--- config.mk ---
export PLATFORM = sky130hd
export DESIGN_NAME = ext_bus_engine
export DESIGN_NICKNAME = d
export VERILOG_FILES = /design/src/hdl/ext_bus_pkg.sv /design/src/hdl/ext_bus_engine.sv
export SDC_FILE = /design/constraint.sdc
export NUM_CORES = 1
export LEC_CHECK = 0
export ABC_AREA = 1
export BUFFER_PORTS_ARGS = -buffer_cell sky130_fd_sc_hd__buf_2
export CORE_ASPECT_RATIO = 0.5
export CORE_UTILIZATION = 47
export CTS_BUF_LIST = sky130_fd_sc_hd__clkbuf_16
export CTS_CLUSTER_SIZE = 40
export DETAILED_ROUTE_END_ITERATION = 7
export PLACE_DENSITY = 0.81
export RECOVER_POWER = 50
export REMOVE_ABC_BUFFERS = 1
export SETUP_SLACK_MARGIN = 0.15
export SYNTH_ARGS = -nofsm -noshare
export SYNTH_HDL_FRONTEND = slang
export SYNTH_SLANG_ARGS = --single-unit
--- constraint.sdc ---
create_clock -name i_clk -period 1.55 [get_ports i_clk]
set_input_delay 0.0775 -clock i_clk [delete_from_list [all_inputs] [get_ports i_clk]]
set_output_delay 0.0775 -clock i_clk [all_outputs]
set_load 0.02 [all_outputs]
--- src/hdl/ext_bus_pkg.sv ---
// constants and types for the external bus fetch and table write engine
// What this block does
// - in byte demultiplexed fetch mode address and data leave on separate pin groups, no latch needed outside.
// - each instruction is read as two byte reads on the fetch data port within one instruction cycle.
// - the fetch address stays stable on the address bus for the whole fetch cycle.
// - read enable stays active across both bytes; byte_addr_lsb toggles after the first byte and the second byte is read into a 16-bit word.
// - a word-mode table write behaves differently for an even and an odd table_pointer.
// - an even table write copies table_data_latch into the holding latch, floats the bus data phase, no strobe.
// - an odd table write drives table_data_latch on the upper bus byte and the holding latch on the lower byte.
// - in word write mode only write_strobe_high pulses; write_strobe_low stays inactive.
// - during the data phase of an odd word-mode write both upper_byte_select and lower_byte_select are active; an even write leaves both inactive.
// - in word write mode byte_addr_lsb shows table_pointer bit 0.
package ext_bus_pkg;
    localparam int ADDR_W = 20;
    localparam int QUARTER_W = 2;
    // one instruction cycle is four core quarters
    localparam logic [QUARTER_W-1:0] Q1 = 2'h0;
    localparam logic [QUARTER_W-1:0] Q2 = 2'h1;
    localparam logic [QUARTER_W-1:0] Q3 = 2'h2;
    localparam logic [QUARTER_W-1:0] Q4 = 2'h3;
    localparam logic [15:0] WORD_RESET = 16'h0000;
    localparam logic [7:0] BYTE_RESET = 8'h00;
    typedef enum logic [1:0] {
        CYC_IDLE,
        CYC_FETCH,
        CYC_TWRITE
    } cyc_t;
endpackage

--- src/hdl/ext_bus_engine.sv ---
// bus cycle engine: byte demultiplexed instruction fetch and word-mode table write
`timescale 1ns/1ps
`default_nettype none
module ext_bus_engine
    import ext_bus_pkg::*;
(
    input wire logic i_clk,
    input wire logic i_srst,
    input wire logic i_fetch_req,
    input wire logic [ADDR_W-1:0] i_fetch_addr,
    input wire logic i_twrite_req,
    input wire logic [ADDR_W-1:0] i_table_pointer,
    input wire logic [7:0] i_table_data_latch,
    input wire logic [7:0] i_fetch_data_port,
    output logic o_busy,
    output logic o_instr_valid,
    output logic [15:0] o_instr_word,
    output logic [3:0] o_addr_upper,
    output logic [15:0] o_addr_low,
    output logic [15:0] o_ad_out,
    output logic o_ad_oe,
    output logic o_byte_addr_lsb,
    output logic o_read_enable_n,
    output logic o_addr_latch_strobe,
    output logic o_write_strobe_high_n,
    output logic o_write_strobe_low_n,
    output logic o_upper_byte_select_n,
    output logic o_lower_byte_select_n
);
    typedef struct packed {
        cyc_t cyc;
        logic [QUARTER_W-1:0] qtr;
        logic [ADDR_W-1:0] addr;
        logic [7:0] tdata;
        logic [7:0] hold;
        logic [7:0] first_byte;
        logic [7:0] fd1;
        logic [7:0] fd2;
        logic instr_valid;
        logic [15:0] instr_word;
        logic [15:0] ad_out;
        logic ad_oe;
        logic lsb;
        logic oe_n;
        logic wrh_n;
        logic ubsel_n;
        logic lbsel_n;
    } state_t;

    state_t s_q;
    state_t s_d;

    always_comb begin
        s_d = s_q;
        s_d.fd1 = i_fetch_data_port;
        s_d.fd2 = s_q.fd1;
        s_d.instr_valid = 1'b0;
        s_d.qtr = s_q.qtr + 2'h1;
        case (s_q.cyc)
            CYC_IDLE: begin
                s_d.qtr = Q1;
                s_d.oe_n = 1'b1;
                s_d.wrh_n = 1'b1;
                s_d.ad_oe = 1'b0;
                s_d.ubsel_n = 1'b1;
                s_d.lbsel_n = 1'b1;
                if (i_fetch_req) begin
                    // address is frozen for the whole cycle
                    s_d.cyc = CYC_FETCH;
                    s_d.addr = i_fetch_addr;
                    s_d.lsb = 1'b0;
                    s_d.oe_n = 1'b0;
                end else if (i_twrite_req) begin
                    s_d.cyc = CYC_TWRITE;
                    s_d.addr = i_table_pointer;
                    s_d.tdata = i_table_data_latch;
                    s_d.lsb = i_table_pointer[0];
                end
            end
            CYC_FETCH: begin
                // input data sampled through two flops, so bytes are taken two quarters late
                // lsb moves after the first quarter so the second byte clears both flops in time
                if (s_q.qtr == Q1) begin
                    s_d.lsb = 1'b1;
                end
                if (s_q.qtr == Q3) begin
                    s_d.first_byte = s_q.fd2;
                end
                if (s_q.qtr == Q4) begin
                    s_d.oe_n = 1'b1;
                    s_d.cyc = CYC_IDLE;
                    s_d.instr_valid = 1'b1;
                    // only the second flop is read, the first may still be settling
                    s_d.instr_word = {s_q.fd2, s_q.first_byte};
                end
            end
            CYC_TWRITE: begin
                if (s_q.qtr == Q1) begin
                    // address phase drives the low address on the multiplexed bus
                    s_d.ad_out = s_q.addr[15:0];
                    s_d.ad_oe = 1'b1;
                end
                if (s_q.qtr == Q2) begin
                    if (!s_q.addr[0]) begin
                        s_d.hold = s_q.tdata;
                        s_d.ad_oe = 1'b0;
                    end else begin
                        s_d.ad_out = {s_q.tdata, s_q.hold};
                        s_d.ubsel_n = 1'b0;
                        s_d.lbsel_n = 1'b0;
                        s_d.wrh_n = 1'b0;
                    end
                end
                if (s_q.qtr == Q3) begin
                    s_d.wrh_n = 1'b1;
                end
                if (s_q.qtr == Q4) begin
                    s_d.cyc = CYC_IDLE;
                    s_d.ad_oe = 1'b0;
                    s_d.ubsel_n = 1'b1;
                    s_d.lbsel_n = 1'b1;
                end
            end
            default: s_d.cyc = CYC_IDLE;
        endcase
    end

    always_ff @(posedge i_clk) begin
        if (i_srst) begin
            s_q <= '{cyc: CYC_IDLE, qtr: Q1, addr: '0, tdata: BYTE_RESET, hold: BYTE_RESET,
                     first_byte: BYTE_RESET, fd1: BYTE_RESET, fd2: BYTE_RESET, instr_valid: 1'b0,
                     instr_word: WORD_RESET, ad_out: WORD_RESET, ad_oe: 1'b0, lsb: 1'b0,
                     oe_n: 1'b1, wrh_n: 1'b1, ubsel_n: 1'b1, lbsel_n: 1'b1};
        end else begin
            s_q <= s_d;
        end
    end

    assign o_busy = (s_q.cyc != CYC_IDLE);
    assign o_instr_valid = s_q.instr_valid;
    assign o_instr_word = s_q.instr_word;
    assign o_addr_upper = s_q.addr[19:16];
    assign o_addr_low = s_q.addr[15:0];
    assign o_ad_out = s_q.ad_out;
    assign o_ad_oe = s_q.ad_oe;
    assign o_byte_addr_lsb = s_q.lsb;
    assign o_read_enable_n = s_q.oe_n;
    // nobody outside latches addresses in this mode, strobe held low
    assign o_addr_latch_strobe = 1'b0;
    assign o_write_strobe_high_n = s_q.wrh_n;
    assign o_write_strobe_low_n = 1'b1;
    assign o_upper_byte_select_n = s_q.ubsel_n;
    assign o_lower_byte_select_n = s_q.lbsel_n;

    fetch_addr_stable_a: assert property (@(posedge i_clk) disable iff (i_srst)
        (s_q.cyc == CYC_FETCH && s_q.qtr != Q4) |=> $stable(o_addr_low) && $stable(o_addr_upper))
        else $error("fetch address moved inside the cycle");
    fetch_two_bytes_a: assert property (@(posedge i_clk) disable iff (i_srst)
        ($rose(o_busy) && !o_read_enable_n) |-> ##4 o_instr_valid)
        else $error("fetch did not finish within one instruction cycle");
    lsb_toggle_a: assert property (@(posedge i_clk) disable iff (i_srst)
        ($rose(o_busy) && !o_read_enable_n) |-> !o_byte_addr_lsb ##1 o_byte_addr_lsb)
        else $error("byte address lsb did not toggle mid fetch");
    even_no_strobe_a: assert property (@(posedge i_clk) disable iff (i_srst)
        (s_q.cyc == CYC_TWRITE && !s_q.addr[0]) |-> o_write_strobe_high_n)
        else $error("write strobe on an even table write");
    odd_bus_data_a: assert property (@(posedge i_clk) disable iff (i_srst)
        !o_write_strobe_high_n |-> o_ad_oe && o_ad_out == {s_q.tdata, s_q.hold})
        else $error("odd write data misplaced");
    low_strobe_idle_a: assert property (@(posedge i_clk) disable iff (i_srst)
        o_write_strobe_low_n) else $error("low write strobe asserted");
    both_selects_a: assert property (@(posedge i_clk) disable iff (i_srst)
        !o_write_strobe_high_n |-> !o_upper_byte_select_n && !o_lower_byte_select_n)
        else $error("byte selects not both active");
    lsb_is_ptr_a: assert property (@(posedge i_clk) disable iff (i_srst)
        (s_q.cyc == CYC_TWRITE) |-> o_byte_addr_lsb == s_q.addr[0])
        else $error("byte address lsb differs from pointer bit 0");
    upper_addr_a: assert property (@(posedge i_clk) disable iff (i_srst)
        o_busy |-> o_addr_upper == s_q.addr[19:16])
        else $error("upper address lines wrong");

    // fetch cycle shape
    fetch_oe_active_a: assert property (@(posedge i_clk) disable iff (i_srst)
        (s_q.cyc == CYC_FETCH) |-> !o_read_enable_n)
        else $error("read enable inactive inside a fetch");
    fetch_lsb_hold_a: assert property (@(posedge i_clk) disable iff (i_srst)
        (s_q.cyc == CYC_FETCH && s_q.qtr != Q4 && o_byte_addr_lsb) |=> o_byte_addr_lsb)
        else $error("byte address lsb fell back inside a fetch");
    fetch_bus_quiet_a: assert property (@(posedge i_clk) disable iff (i_srst)
        (s_q.cyc == CYC_FETCH) |-> o_write_strobe_high_n && o_upper_byte_select_n && o_lower_byte_select_n && !o_ad_oe)
        else $error("multiplexed bus active during a fetch");
    valid_one_cycle_a: assert property (@(posedge i_clk) disable iff (i_srst)
        o_instr_valid |=> !o_instr_valid)
        else $error("instruction valid longer than one cycle");
    upper_addr_hold_a: assert property (@(posedge i_clk) disable iff (i_srst)
        (o_busy && !$rose(o_busy)) |-> $stable(o_addr_upper))
        else $error("upper address moved inside a bus cycle");

    // table write shape
    write_pulse_once_a: assert property (@(posedge i_clk) disable iff (i_srst)
        !o_write_strobe_high_n |=> o_write_strobe_high_n)
        else $error("write strobe longer than one cycle");
    odd_write_pulse_a: assert property (@(posedge i_clk) disable iff (i_srst)
        ($rose(o_busy) && s_q.cyc == CYC_TWRITE && s_q.addr[0]) |-> ##2 !o_write_strobe_high_n)
        else $error("odd table write gave no write strobe");
    odd_select_span_a: assert property (@(posedge i_clk) disable iff (i_srst)
        ($rose(o_busy) && s_q.cyc == CYC_TWRITE && s_q.addr[0]) |->
        ##2 (!o_upper_byte_select_n && !o_lower_byte_select_n) ##1 (!o_upper_byte_select_n && !o_lower_byte_select_n))
        else $error("byte selects dropped inside the odd data phase");
    write_addr_phase_a: assert property (@(posedge i_clk) disable iff (i_srst)
        ($rose(o_busy) && s_q.cyc == CYC_TWRITE) |=> o_ad_oe && o_ad_out == o_addr_low)
        else $error("table write address phase missing");
    even_bus_float_a: assert property (@(posedge i_clk) disable iff (i_srst)
        (s_q.cyc == CYC_TWRITE && !s_q.addr[0] && (s_q.qtr == Q3 || s_q.qtr == Q4)) |-> !o_ad_oe)
        else $error("bus driven in an even data phase");
    hold_load_a: assert property (@(posedge i_clk) disable iff (i_srst)
        (s_q.cyc == CYC_TWRITE && !s_q.addr[0] && s_q.qtr == Q2) |=> s_q.hold == $past(s_q.tdata))
        else $error("holding latch did not take the even byte");
    // the latch may only move on an even data phase, so a fetch between the pair cannot disturb it
    hold_kept_a: assert property (@(posedge i_clk) disable iff (i_srst)
        !(s_q.cyc == CYC_TWRITE && !s_q.addr[0] && s_q.qtr == Q2) |=> $stable(s_q.hold))
        else $error("holding latch changed outside an even data phase");
endmodule
`default_nettype wire

# Word-level counts from Yosys, hierarchy flattened
# Cells that the tools add are included.
# totals
romBits	0
ramBits	0
latchBits	0
elab_cells	77
input_bits	60
output_inout_bits	62
register_bits	103
memories	0
# classes
n_lt_le_gt_ge	0
mul	0
reduce_logical	19
muxes	24
n_addsub	1
shift	0
div	0
eq_ne	13
bitwise	3
# ops
op	n
$mux 17	3
$mux 28	1
$mux 20	1
$mux 16	1
$ne 3x3->1 const B	5
$reduce_and 3->1	5
$reduce_and 2->1	5
$mux 1	8
$mux 2	4
$pmux 2 s2	2
$reduce_bool 2->1	4
$eq 2x2->1 const B	3
$mux 3	2
$pmux 3 s2	1
$reduce_or 2->1	3
$eq 2x1->1 const B	2
$logic_not 2->1	2
$ne 2x2->1 const B	2
$not 1->1	3
$add 2x1->2 const B	1
$ne 2x1->1 const B	1
$pmux 1 s2	1

# Depth between registers and ports, before layout
# Gate-level depths: netlist of run 1.
# logic_depth
ltp_word	6
ltp_mapped	10
ltp_nobuf	9

# Least setup slack after synthesis of run 1
# No wires, ideal clock.
# synth_path
kind	flip-flop to flip-flop
from	register s_q[100] (netlist bit)
to	register s_q[68] (netlist bit)
required_ps	1431
period_less_slack_ps	1289
setup_slack_ps	261
arrival_ps	1170
stages_incl_launch_ff	8
setup_ps	119
cell_sequence	dfxtp_1 -> inv_1 -> ha_1 -> buf_6 -> nand3_2 -> buf_2 -> o21ai_1 -> a21oi_1
# synth_between
elab_chain_len	2
# synth_lines
element	line_no	rtl
start, declared	ext_bus_engine.sv:50	state_t s_q;
start signal, assigned	ext_bus_engine.sv:130	s_q <= '{cyc: CYC_IDLE, qtr: Q1, addr: '0, tdata: BYTE_RESET, hold: BYTE_RESET,
$eq 2x1->1	ext_bus_engine.sv:103	if (s_q.qtr == Q2) begin
$reduce_and 3->1 (no source line)	-	
# No other way between the ends.
# A chain may end at the register's enable or synchronous reset.

# Worst setup path in the final report of run 1
# layout_path
from	register s_q[100] (netlist bit)
to	register s_q, in the netlist o_ad_out[11]
# layout_between
elab_chain_len	4
# layout_lines
element	line_no	rtl
$logic_not 2->1	ext_bus_engine.sv:98	if (s_q.qtr == Q1) begin
$mux 17	ext_bus_engine.sv:98	
$mux 16	ext_bus_engine.sv:104	if (!s_q.addr[0]) begin
$mux 17 *	ext_bus_engine.sv:103	
# Mark *: on every way between the ends. The rest lies on a longest branch, timed or not.

==> results.sh, run 1 <==
export IMPL_grt_antenna_before_repair=0
export IMPL_rsz0062_at_grt="yes"
export IMPL_worstSetupEndpoint="o_ad_out[11]$_SDFFE_PP0P_"
export IMPL_cts_buffers_inserted=9
export IMPL_detail_route_first_pass_iterations=5
export IMPL_regArea_um2=2050
export IMPL_synthDistinctLibCells=28
export IMPL_die_area_um2=10500
export IMPL_gr_max_usage_layer="met2"
export IMPL_biggest_area_contributors_in_the_synthesized_netlist="sky130_fd_sc_hd__dfxtp_1 (43%), sky130_fd_sc_hd__nand2_1 (14%), sky130_fd_sc_hd__buf_4 (9.1%)"
export IMPL_netlist_area_leader_share_pct=43.3
export IMPL_layout_cells_most_common_list="sky130_fd_sc_hd__nand2_1 (178), sky130_fd_sc_hd__dfxtp_1 (100), sky130_fd_sc_hd__inv_1 (75), sky130_fd_sc_hd__nor2_1 (62), sky130_fd_sc_hd__buf_2 (61)"
export IMPL_power_total_mw=6.33
export IMPL_p_int_mw=4.38
export IMPL_grt_first_pass_wirelength_mm=16.9
export IMPL_worstSetupStartpoint="s_q[100]$_SDFF_PP0_"
export IMPL_port_buffers=119
export IMPL_place_hpwl_mm=7.14
export IMPL_status="completed"
export IMPL_max_freq_mhz=724
export IMPL_timing_final_max_slew_violations=0
export IMPL_routed_via_count=4153
export IMPL_number_of_storage_elements_in_the_synthesis_netlist=102
export IMPL_grt_max_degree=53
export IMPL_weighted_congestion_at_the_end_of_routability_driven_global_placement=0.811
export IMPL_timing_hold_violations_final=0
export IMPL_synth_cell_area_um2=4720
export IMPL_groute_layer_met3_usage_pct=5.38
export IMPL_crit_reg2reg_launch="s_q[100]$_SDFF_PP0_"
export IMPL_yosysTopAreaCell="sky130_fd_sc_hd__dfxtp_1"
export IMPL_n_antenna_cell=0
export IMPL_cell_chosen_for_the_clock_root="sky130_fd_sc_hd__clkbuf_16"
export IMPL_grtUsageMet2_pct=38.3
export IMPL_clock_transition_at_the_registers_of_the_reported_paths_ns=0.07
export IMPL_drt_drc_violations_left=0
export IMPL_power_frac_seq_pct=46.1
export IMPL_num_io_pins=122
export IMPL_drt_iter0_markers=235
export IMPL_area_of_the_multi_input_gates_um2=1810
export IMPL_antenna_violating_nets_post_route=0
export IMPL_ctsHtreeMaxLevel=3
export IMPL_placedInstanceArea_um2=5000
export IMPL_power_leakage_nw=2.58
export IMPL_pre_cts_slack_ns=-0.169
export IMPL_numClockSinks=102
export IMPL_required_ns=1.79
export IMPL_hold_worst_slack_ns=0.0123
export IMPL_r2r_slack_ns=0.17
export IMPL_slew_headroom_pct=46.6
export IMPL_worstMarginPinSlew_ns=0.801
export IMPL_yosysWarningCount=0
export IMPL_final_cell_area_um2=5620
export IMPL_layout_drive_gt1_share_pct=16.8
export IMPL_clockPowerShare_pct=33.3
export IMPL_crit_path_max_fanout=8
export IMPL_die_x_um=144
export IMPL_final_min_period_over_clock_period_pct=89.1
export IMPL_hold_path_class="in -> reg"
export IMPL_worst_skew_late_latency_ns=0.35
export IMPL_r2r_end="o_ad_out[11]$_SDFFE_PP0P_"
export IMPL_psw_mw=1.95
export IMPL_cp_start_kind="register"
export IMPL_worstRegToRegCells=9
export IMPL_floorplan_die_height_um=72.9
export IMPL_setup_viol=0
export IMPL_core_um2=9600
export IMPL_routed_wirelength_mm=10.8
export IMPL_cts_tree="done"
export IMPL_share_comb_of_total_power_pct=20.5
export IMPL_max_cap_violations=0
export IMPL_yosysSeqAreaShare_pct=43.3
export IMPL_peakVddDrop_mv=0.516
export IMPL_p_sw_share_pct=30.8
export IMPL_layout_nets=808
export IMPL_layout_filler_cells=921
export IMPL_worst_ep_arrival_time_ns=1.62
export IMPL_element_type_at_the_critical_path_end="register"
export IMPL_start_util_pct=49.1
export IMPL_worst_slack_ns=0.169
export IMPL_synthesis_area_per_instance_um2=7.21
export IMPL_post_route_min_period_ns=1.38
export IMPL_area_delta_synth_final_pct=19.0
export IMPL_layout_commonest_cell="sky130_fd_sc_hd__nand2_1"
export IMPL_route_detailed_wl_per_inst_um=12.2
export IMPL_netlist_instances=654
export IMPL_grt_overflow=0
export IMPL_clk_path_buf_depth=2
export IMPL_use_met1_pct=23.6
export IMPL_post_drt_via_cell_ratio=4.71
export IMPL_p_per_area_nw_per_um2=1130
export IMPL_rows=25
export IMPL_grt_pass1_vias=3844
export IMPL_finalClockSkew_ns=0.00506
export IMPL_globalRouteTotalUtil_pct=20.8
export IMPL_timing_setup_critical_path_class="reg -> reg"
-- synthesized netlist by cell type, drive strengths merged --
master,n
a21boi,20
a21oi,42
buf,82
clkbuf,3
conb,2
dfxtp,102
ha,7
inv,86
nand2,181
nand3,19
nor2,68
nor3,1
nor3b,1
o211ai,3
o21ai,37
-- routing by layer --
layer | vias to the layer above | wire [um] | share of wire, %
li1 | 2108 | - | -
met1 | 1888 | 4910 | 46
met2 | 130 | 5160 | 48
met3 | 27 | 479 | 4.4
met4 | 0 | 221 | 2.1
met5 | - | 0 | 0
-- final cells by class --
cell class,instances,area share [%]
sequential,102,36.5
multi-input combinational,381,32.3
timing repair buffer,161,17.5
inverter,86,5.84
clock buffer,9,4.01
tap,135,3.01
clock inverter,7,0.869
-- logic make-up after synthesis --
family / Yosys count / synth area share, %
other cells: 2 / 0.159
buf+inv: 171 / 19.6
fa+ha+maj: 7 / 1.86
simple gates: 270 / 22.7
compound gates: 102 / 12.4
flops: 102 / 43.3
-- critical path, stage by stage, from the launching register on --
cell,delay [ns]
sky130_fd_sc_hd__dfxtp_2,0.34
sky130_fd_sc_hd__inv_2,0.10
sky130_fd_sc_hd__ha_4,0.18
sky130_fd_sc_hd__nand2_4,0.07
sky130_fd_sc_hd__a21oi_4,0.16
sky130_fd_sc_hd__buf_4,0.15
sky130_fd_sc_hd__buf_12,0.11
sky130_fd_sc_hd__nand2_1,0.05
sky130_fd_sc_hd__nand2_1,0.07
sky130_fd_sc_hd__nor2_2,0.04
-- repair_timing --
action,in CTS,in global routing
hold buffers,22,0
buffers inserted,0,6
hold endpoints to repair,22,0
cloned,0,3
resized for setup,8,18
pin swaps,0,0
endpoints found under the setup margin,44,80
-- sequential cells by signal, summed over array words and instances, names as in the netlist --
signal / count
o_read_enable_n: 1
o_addr_upper: 4
o_addr_low: 16
o_ad_oe: 1
o_instr_word: 16
s_q: 36
o_write_strobe_high_n: 1
o_byte_addr_lsb: 1
o_ad_out: 16
o_instr_valid: 1
s_d: 8
o_upper_byte_select_n: 1
-- power by group through the flow --
stage               Sequential [mW]  Combinational (mW)  Clock, mW
floorplan                      3.11               0.581          0
global placement               2.96                1.15          0
detailed placement             2.97                1.18          0
CTS                            2.91                1.25       2.15
global route                   2.94                1.45       2.27
finish                         2.92                1.30       2.11
-- through the flow --
stage / utilization (%) / cells / TNS, ns
6_report: 58.5 / 881 / 0
5_1_grt: 58.5 / 881 / 0
4_1_cts: 57.6 / 872 / 0
3_5_place_dp: 52.1 / 834 / -1.69
3_3_place_gp: 52.1 / 834 / -0.317
2_1_floorplan: - / 569 / -5.33
-- worst min-delay path by stage --
stage                               from                          end  slack, ns  depth (start not counted)
global route         i_table_pointer[10]  o_addr_low[10]$_SDFFE_PP0P_       0.02                          3
finish               i_table_pointer[10]  o_addr_low[10]$_SDFFE_PP0P_       0.01                          3
floorplan                         i_srst     o_ad_out[0]$_SDFFE_PP0P_       0.15                          1
global placement    i_fetch_data_port[7]           s_d[46]$_SDFF_PP0_       0.28                          3
detailed placement  i_fetch_data_port[0]           s_d[39]$_SDFF_PP0_       0.29                          3
CTS                  i_table_pointer[11]  o_addr_low[11]$_SDFFE_PP0P_      0.003                          3
(Power assumes the default switching activity.)
==> run 2: changes to the inputs <==
--- a/config.mk
+++ b/config.mk
@@ -7,12 +7,14 @@
 export LEC_CHECK = 0
 export ABC_AREA = 1
 export BUFFER_PORTS_ARGS = -buffer_cell sky130_fd_sc_hd__buf_2
+export CELL_PAD_IN_SITES_DETAIL_PLACEMENT = 1
+export CELL_PAD_IN_SITES_GLOBAL_PLACEMENT = 1
 export CORE_ASPECT_RATIO = 0.5
-export CORE_UTILIZATION = 47
+export CORE_UTILIZATION = 37
 export CTS_BUF_LIST = sky130_fd_sc_hd__clkbuf_16
 export CTS_CLUSTER_SIZE = 40
 export DETAILED_ROUTE_END_ITERATION = 7
-export PLACE_DENSITY = 0.81
+export PLACE_DENSITY = 0.88
 export RECOVER_POWER = 50
 export REMOVE_ABC_BUFFERS = 1
 export SETUP_SLACK_MARGIN = 0.15
==> run 2 against run 1 <==
Against the previous run:
- via count is 0.58% higher
- global-route usage fell by 1.4 points
- register-to-register slack got worse by 0.02 ns
- clock-buffer cell count stayed put
- hold slack got worse by 0.0098 ns
- cell area up 1.3%
- sequential share of layout area shrank 0.45 points
- clock skew is 0.0062 ns higher
- core utilization fell by 12 points
- critical path type is now reg -> out
- critical endpoint is now o_busy
- largest cell class unchanged
- highest routed layer unchanged
==> results.sh, run 2 (same netlist as run 1, synthesis figures left out) <==
export IMPL_ctsHtreeMaxLevel=3
export IMPL_layout_cells_non_filler=908
export IMPL_start_util_pct=38.9
export IMPL_rsz0062_at_grt="yes"
export IMPL_area_of_the_multi_input_gates_um2=1860
export IMPL_final_util_pct=46.9
export IMPL_largest_register="s_q"
export IMPL_weighted_congestion_at_the_end_of_routability_driven_global_placement=0.776
export IMPL_power_leakage_nw=2.59
export IMPL_timing_setup_critical_path_class="reg -> out"
export IMPL_num_io_pins=122
export IMPL_final_min_period_over_clock_period_pct=90.4
export IMPL_path_delay_family="flip-flops"
export IMPL_regArea_um2=2050
export IMPL_clk_path_buf_depth=2
export IMPL_port_buffers=119
export IMPL_worstSetupStartpoint="s_q[101]$_SDFFE_PP0P_"
export IMPL_detail_route_first_pass_iterations=4
export IMPL_max_stage_delay_ns=0.37
export IMPL_p_per_area_nw_per_um2=1130
export IMPL_grt_first_pass_wirelength_mm=20.0
export IMPL_r2r_slack_ns=0.15
export IMPL_hold_path_class="in -> reg"
export IMPL_dp_cells=865
export IMPL_layout_drive_gt1_share_pct=18.3
export IMPL_psw_mw=2.04
export IMPL_cts_buffers_inserted=9
export IMPL_largest_reg_flops=36
export IMPL_clockPowerShare_pct=33.9
export IMPL_crit_reg2reg_launch="s_q[101]$_SDFFE_PP0P_"
export IMPL_path_depth=4
export IMPL_area_delta_synth_final_pct=20.6
export IMPL_globalRouteTotalUtil_pct=19.4
export IMPL_worstPathBufferInverterCount=3
export IMPL_core_um2=12100
export IMPL_crit_path_max_fanout=3
export IMPL_p_sw_share_pct=31.6
export IMPL_cell_chosen_for_the_clock_root="sky130_fd_sc_hd__clkbuf_16"
export IMPL_worst_ep_arrival_time_ns=1.32
export IMPL_pre_cts_slack_ns=-0.188
export IMPL_layout_filler_cells=1582
export IMPL_drt_drc_violations_left=0
export IMPL_layout_nets=805
export IMPL_max_freq_mhz=714
export IMPL_die_area_um2=13200
export IMPL_rows=28
export IMPL_numClockSinks=102
export IMPL_worstMarginPinSlew_ns=0.809
export IMPL_hold_depth=3
export IMPL_grt_antenna_before_repair=0
export IMPL_share_comb_of_total_power_pct=20.7
export IMPL_slew_headroom_pct=46.0
export IMPL_cts_tree="done"
export IMPL_element_type_at_the_critical_path_end="output pin"
export IMPL_grt_overflow=0
export IMPL_cp_start_kind="register"
export IMPL_max_cap_violations=0
export IMPL_clock_transition_at_the_registers_of_the_reported_paths_ns=0.08
export IMPL_holdCritStartpoint="i_table_data_latch[6]"
export IMPL_cp_cell_sequence="inv_2 > ha_1 > inv_2 > buf_2"
export IMPL_worstRegToRegCells=9
export IMPL_floorplan_die_height_um=81.9
export IMPL_worst_slack_ns=0.149
export IMPL_status="completed"
export IMPL_route_detailed_wl_per_inst_um=13.9
export IMPL_antenna_violating_nets_post_route=0
export IMPL_timing_hold_violations_final=0
export IMPL_die_x_um=162
export IMPL_routed_via_count=4177
export IMPL_drt_iter0_markers=177
export IMPL_p_int_mw=4.41
export IMPL_required_ns=1.47
export IMPL_layout_commonest_cell="sky130_fd_sc_hd__nand2_1"
export IMPL_grt_pass1_vias=4280
export IMPL_finalClockSkew_ns=0.0112
export IMPL_grt_max_degree=56
export IMPL_cp_common_cell="sky130_fd_sc_hd__inv_2"
export IMPL_timing_final_max_slew_violations=0
export IMPL_post_route_min_period_ns=1.40
export IMPL_post_drt_via_cell_ratio=4.60
export IMPL_hold_worst_slack_ns=0.00255
export IMPL_routed_wirelength_mm=12.6
export IMPL_worst_skew_late_latency_ns=0.35
export IMPL_peakVddDrop_mv=0.527
export IMPL_place_hpwl_mm=8.62
export IMPL_critical_path_slowest_cell="sky130_fd_sc_hd__dfxtp_1"
export IMPL_power_frac_seq_pct=45.4
export IMPL_setup_viol=0
export IMPL_n_antenna_cell=0
export IMPL_layout_cells_most_common_list="sky130_fd_sc_hd__nand2_1 (179), sky130_fd_sc_hd__dfxtp_1 (99), sky130_fd_sc_hd__inv_1 (74), sky130_fd_sc_hd__buf_2 (61), sky130_fd_sc_hd__clkbuf_1 (58)"
==> run 2: cell types whose count changed in the layout (fill, tap and decap cells not counted), moves of 2 or more <==
cell | previous run | this run
sky130_fd_sc_hd__o21ai_0 | 31 | 29
sky130_fd_sc_hd__nor2_4 | 1 | 3
sky130_fd_sc_hd__nor2_1 | 62 | 53
sky130_fd_sc_hd__dlygate4sd3_1 | 22 | 19
sky130_fd_sc_hd__nor2_2 | 5 | 12
sky130_fd_sc_hd__buf_8 | 2 | 0
sky130_fd_sc_hd__nand2_2 | 2 | 0
sky130_fd_sc_hd__buf_12 | 3 | 5
sky130_fd_sc_hd__inv_4 | 2 | 4
==> run 2: metrics by stage <==
stage / total power, mW / instance area, um2 / setup TNS [ns]
detailed placement: 4.19 / 5040 / -1.92
global route: 6.78 / 5690 / 0
global placement: 4.15 / 5040 / -0.614
finish: 6.44 / 5690 / 0
CTS: 6.50 / 5660 / 0
floorplan: 3.69 / 4120 / -5.33
==> run 2: final cells by class <==
| class | count | area share [%] |
|---|---|---|
| clock inverters | 7 | 1.01 |
| inverters | 86 | 5.85 |
| repair buffers | 157 | 16.9 |
| flip-flops and latches | 102 | 36.0 |
| clock buffers | 9 | 3.96 |
| well taps | 165 | 3.63 |
| multi-input cells | 382 | 32.7 |
==> run 2: per-layer routing <==
layer / global-route usage, % / share of wire, % / routed length, um / up-vias
met4: 5.66 / 1.3 / 165 / 0
met3: 4.49 / 4.0 / 501 / 14
met1: 21.7 / 45 / 5630 / 1972
met5: 0 / 0 / 0 / -
li1: - / - / - / 2108
met2: 37.3 / 50 / 6290 / 83
==> run 2: power groups by stage <==
stage,Sequential (mW),Clock [mW],Combinational [mW]
6_report,2.92,2.18,1.34
3_3_place_gp,2.97,0,1.18
4_1_cts,2.92,2.25,1.34
5_1_grt,2.95,2.34,1.49
2_1_floorplan,3.11,0,0.581
3_5_place_dp,2.97,0,1.22
==> run 2: repair_timing <==
action,in CTS,in global routing
gates cloned,1,2
hold buffers,19,0
gates resized for setup,20,23
hold endpoints to repair,19,0
endpoints found under the setup margin,48,65
setup buffers,4,1
pin swaps,2,10
==> run 2: path summary, 6_finish.rpt <==
check	endpoint
setup / recovery	o_busy
hold / removal	s_q[77]$_SDFFE_PP0P_
setup reg to reg	o_byte_addr_lsb$_SDFFE_PP0P_
hold reg to reg	s_q[39]$_SDFF_PP0_
==> run 2: worst reg2reg max path, cell delays in order, from the launching register on <==
cell,delay [ns]
sky130_fd_sc_hd__dfxtp_1,0.37
sky130_fd_sc_hd__inv_2,0.07
sky130_fd_sc_hd__ha_1,0.26
sky130_fd_sc_hd__buf_4,0.19
sky130_fd_sc_hd__nand2_1,0.11
sky130_fd_sc_hd__nand2_1,0.06
sky130_fd_sc_hd__nand2_1,0.07
sky130_fd_sc_hd__nand2_1,0.06
sky130_fd_sc_hd__nand2_1,0.06
sky130_fd_sc_hd__nor2_1,0.04
==> run 3: changes to the inputs <==
--- a/config.mk
+++ b/config.mk
@@ -17,7 +17,7 @@
 export PLACE_DENSITY = 0.88
 export RECOVER_POWER = 50
 export REMOVE_ABC_BUFFERS = 1
-export SETUP_SLACK_MARGIN = 0.15
+export SETUP_SLACK_MARGIN = 0.3
 export SYNTH_ARGS = -nofsm -noshare
 export SYNTH_HDL_FRONTEND = slang
 export SYNTH_SLANG_ARGS = --single-unit
==> run 3 against run 2 <==
Against the previous run:
- clock skew increased by 0.0043 ns
- clock-buffer cell count is the same
- combinational power increased by 39%
- highest routed layer unchanged
- non-clock buffer count increased by 17
- maximum frequency fell by 3.3%
==> results.sh, run 3 (same netlist as run 1, synthesis figures left out) <==
export IMPL_status="completed"
export IMPL_num_io_pins=122
export IMPL_fin_setup_tns_ns=0
export IMPL_layout_drive_gt1_share_pct=28.6
export IMPL_slew_headroom_pct=43.0
export IMPL_die_area_um2=13200
export IMPL_weighted_congestion_at_the_end_of_routability_driven_global_placement=0.776
export IMPL_cts_tree="done"
export IMPL_grt_pass1_vias=4422
export IMPL_max_cap_violations=0
export IMPL_grt_antenna_before_repair=0
export IMPL_hold_end="o_addr_low[4]$_SDFFE_PP0P_"
export IMPL_worstRegToRegCells=9
export IMPL_post_route_min_period_ns=1.45
export IMPL_psw_mw=2.35
export IMPL_share_comb_of_total_power_pct=26.5
export IMPL_clock_transition_at_the_registers_of_the_reported_paths_ns=0.08
export IMPL_layout_cells_most_common_list="sky130_fd_sc_hd__nand2_1 (141), sky130_fd_sc_hd__dfxtp_1 (98), sky130_fd_sc_hd__inv_1 (71), sky130_fd_sc_hd__nor2_1 (62)"
export IMPL_routed_via_count=4392
export IMPL_crit_path_max_fanout=7
export IMPL_setup_viol=0
export IMPL_cp_start_kind="register"
export IMPL_worst_slack_ns=0.102
export IMPL_cts_buffers_inserted=9
export IMPL_r2r_end="o_ad_out[8]$_SDFFE_PP0P_"
export IMPL_grt_overflow=0
export IMPL_timing_hold_violations_final=0
export IMPL_max_freq_mhz=691
export IMPL_finalClockSkew_ns=0.0156
export IMPL_element_type_at_the_critical_path_end="register"
export IMPL_holdCritStartpoint="i_table_pointer[4]"
export IMPL_rows=28
export IMPL_largest_reg_flops=36
export IMPL_layout_nets=822
export IMPL_layout_commonest_cell="sky130_fd_sc_hd__nand2_1"
export IMPL_p_sw_share_pct=33.5
export IMPL_rsz0062_at_grt="yes"
export IMPL_core_um2=12100
export IMPL_timing_final_max_slew_violations=0
export IMPL_area_delta_synth_final_pct=33.4
export IMPL_hold_path_class="in -> reg"
export IMPL_r2r_slack_ns=0.10
export IMPL_routed_wirelength_mm=15.0
export IMPL_power_leakage_nw=2.78
export IMPL_route_detailed_wl_per_inst_um=16.2
export IMPL_ctsHtreeMaxLevel=3
export IMPL_grt_max_degree=56
export IMPL_largest_register="s_q"
export IMPL_power_frac_seq_pct=42.0
export IMPL_final_min_period_over_clock_period_pct=93.4
export IMPL_detail_route_first_pass_iterations=4
export IMPL_peakVddDrop_mv=0.539
export IMPL_drt_iter0_markers=142
export IMPL_drt_drc_violations_left=0
export IMPL_p_int_mw=4.66
export IMPL_post_drt_via_cell_ratio=4.75
export IMPL_globalRouteTotalUtil_pct=21.2
export IMPL_p_per_area_nw_per_um2=1110
export IMPL_start_util_pct=38.9
export IMPL_clk_path_buf_depth=2
export IMPL_numClockSinks=102
export IMPL_worst_skew_late_latency_ns=0.36
export IMPL_pre_cts_slack_ns=-0.188
export IMPL_hold_depth=3
export IMPL_clockPowerShare_pct=31.5
export IMPL_floorplan_die_height_um=81.9
export IMPL_worst_ep_arrival_time_ns=1.70
export IMPL_die_x_um=162
export IMPL_place_hpwl_mm=8.62
export IMPL_port_buffers=119
export IMPL_timing_setup_critical_path_class="reg -> reg"
export IMPL_cell_chosen_for_the_clock_root="sky130_fd_sc_hd__clkbuf_16"
export IMPL_required_ns=1.80
export IMPL_worstMarginPinSlew_ns=0.854
export IMPL_n_antenna_cell=0
export IMPL_crit_reg2reg_launch="s_q[100]$_SDFF_PP0_"
export IMPL_antenna_violating_nets_post_route=0
export IMPL_grt_first_pass_wirelength_mm=21.6
## run 3: timing repair
action                                  4_1_cts  5_1_grt
hold buffers                                 19        1
endpoints found under the setup margin       81       86
pin swaps                                     5       24
hold endpoints to repair                     19        1
buffers inserted                             12        5
resized for setup                            54      123
cloned                                        4        3
## run 3: cell type report
cell class	instances	area (um2)
clock buffers	9	225
inverters	86	367
well taps	165	206
repair buffers	174	1230
clock inverters	7	57.6
multi-input cells	382	2150
fillers	1536	5830
flip-flops and latches	102	2050
## run 3: critical path: stages, from the launching register on
cell and delay, ns:
sky130_fd_sc_hd__dfxtp_1 0.34, sky130_fd_sc_hd__inv_4 0.08, sky130_fd_sc_hd__ha_4 0.17, sky130_fd_sc_hd__nand2_4 0.08, sky130_fd_sc_hd__a21oi_4 0.19, sky130_fd_sc_hd__buf_6 0.16
sky130_fd_sc_hd__clkbuf_16 0.15, sky130_fd_sc_hd__nand2_1 0.07, sky130_fd_sc_hd__nand2_1 0.06, sky130_fd_sc_hd__nor2_1 0.04
## run 3: worst max-delay path by stage
| stage | start | endpoint | slack [ns] |
|---|---|---|---|
| 2_1_floorplan | s_q[100]$_SDFF_PP0_ | o_ad_out[11]$_SDFFE_PP0P_ | -0.36 |
| 3_3_place_gp | i_twrite_req | o_addr_low[2]$_SDFFE_PP0P_ | -0.1 |
| 3_5_place_dp | i_twrite_req | o_addr_upper[2]$_SDFFE_PP0P_ | -0.19 |
| 4_1_cts | s_q[100]$_SDFF_PP0_ | o_ad_out[1]$_SDFFE_PP0P_ | 0.17 |
| 5_1_grt | s_q[100]$_SDFF_PP0_ | o_ad_out[2]$_SDFFE_PP0P_ | 0.05 |
| 6_report | s_q[100]$_SDFF_PP0_ | o_ad_out[8]$_SDFFE_PP0P_ | 0.10 |
## run 3: power by group through the flow
stage / Sequential (mW) / Combinational (mW) / Clock [mW]
after floorplan: 3.11 / 0.581 / 0
after global placement: 2.97 / 1.18 / 0
after detailed placement: 2.97 / 1.22 / 0
after CTS: 2.92 / 1.52 / 2.25
after global routing: 2.97 / 2.00 / 2.35
final: 2.94 / 1.86 / 2.21
## run 3: routing by layer
layer / share of wire, % / GRT usage, % / vias up
li1: - / - / 2143
met1: 43 / 24.2 / 2107
met2: 51 / 40.6 / 116
met3: 4.1 / 4.60 / 26
met4: 1.9 / 6.04 / 0
met5: 0 / 0 / -
## run 3: per-stage QoR
step                hold slack (ns)  std cells  total power, mW  cell area [um2]  utilization (%)
global placement              0.286        865             4.15             5040             41.6
global route                 0.0251        925             7.32             6290             51.9
finish                       0.0111        925             7.01             6290             51.9
CTS                         0.00237        916             6.69             5910             48.7
detailed placement            0.287        865             4.19             5040             41.6
floorplan                     0.147        569             3.69             4120                -
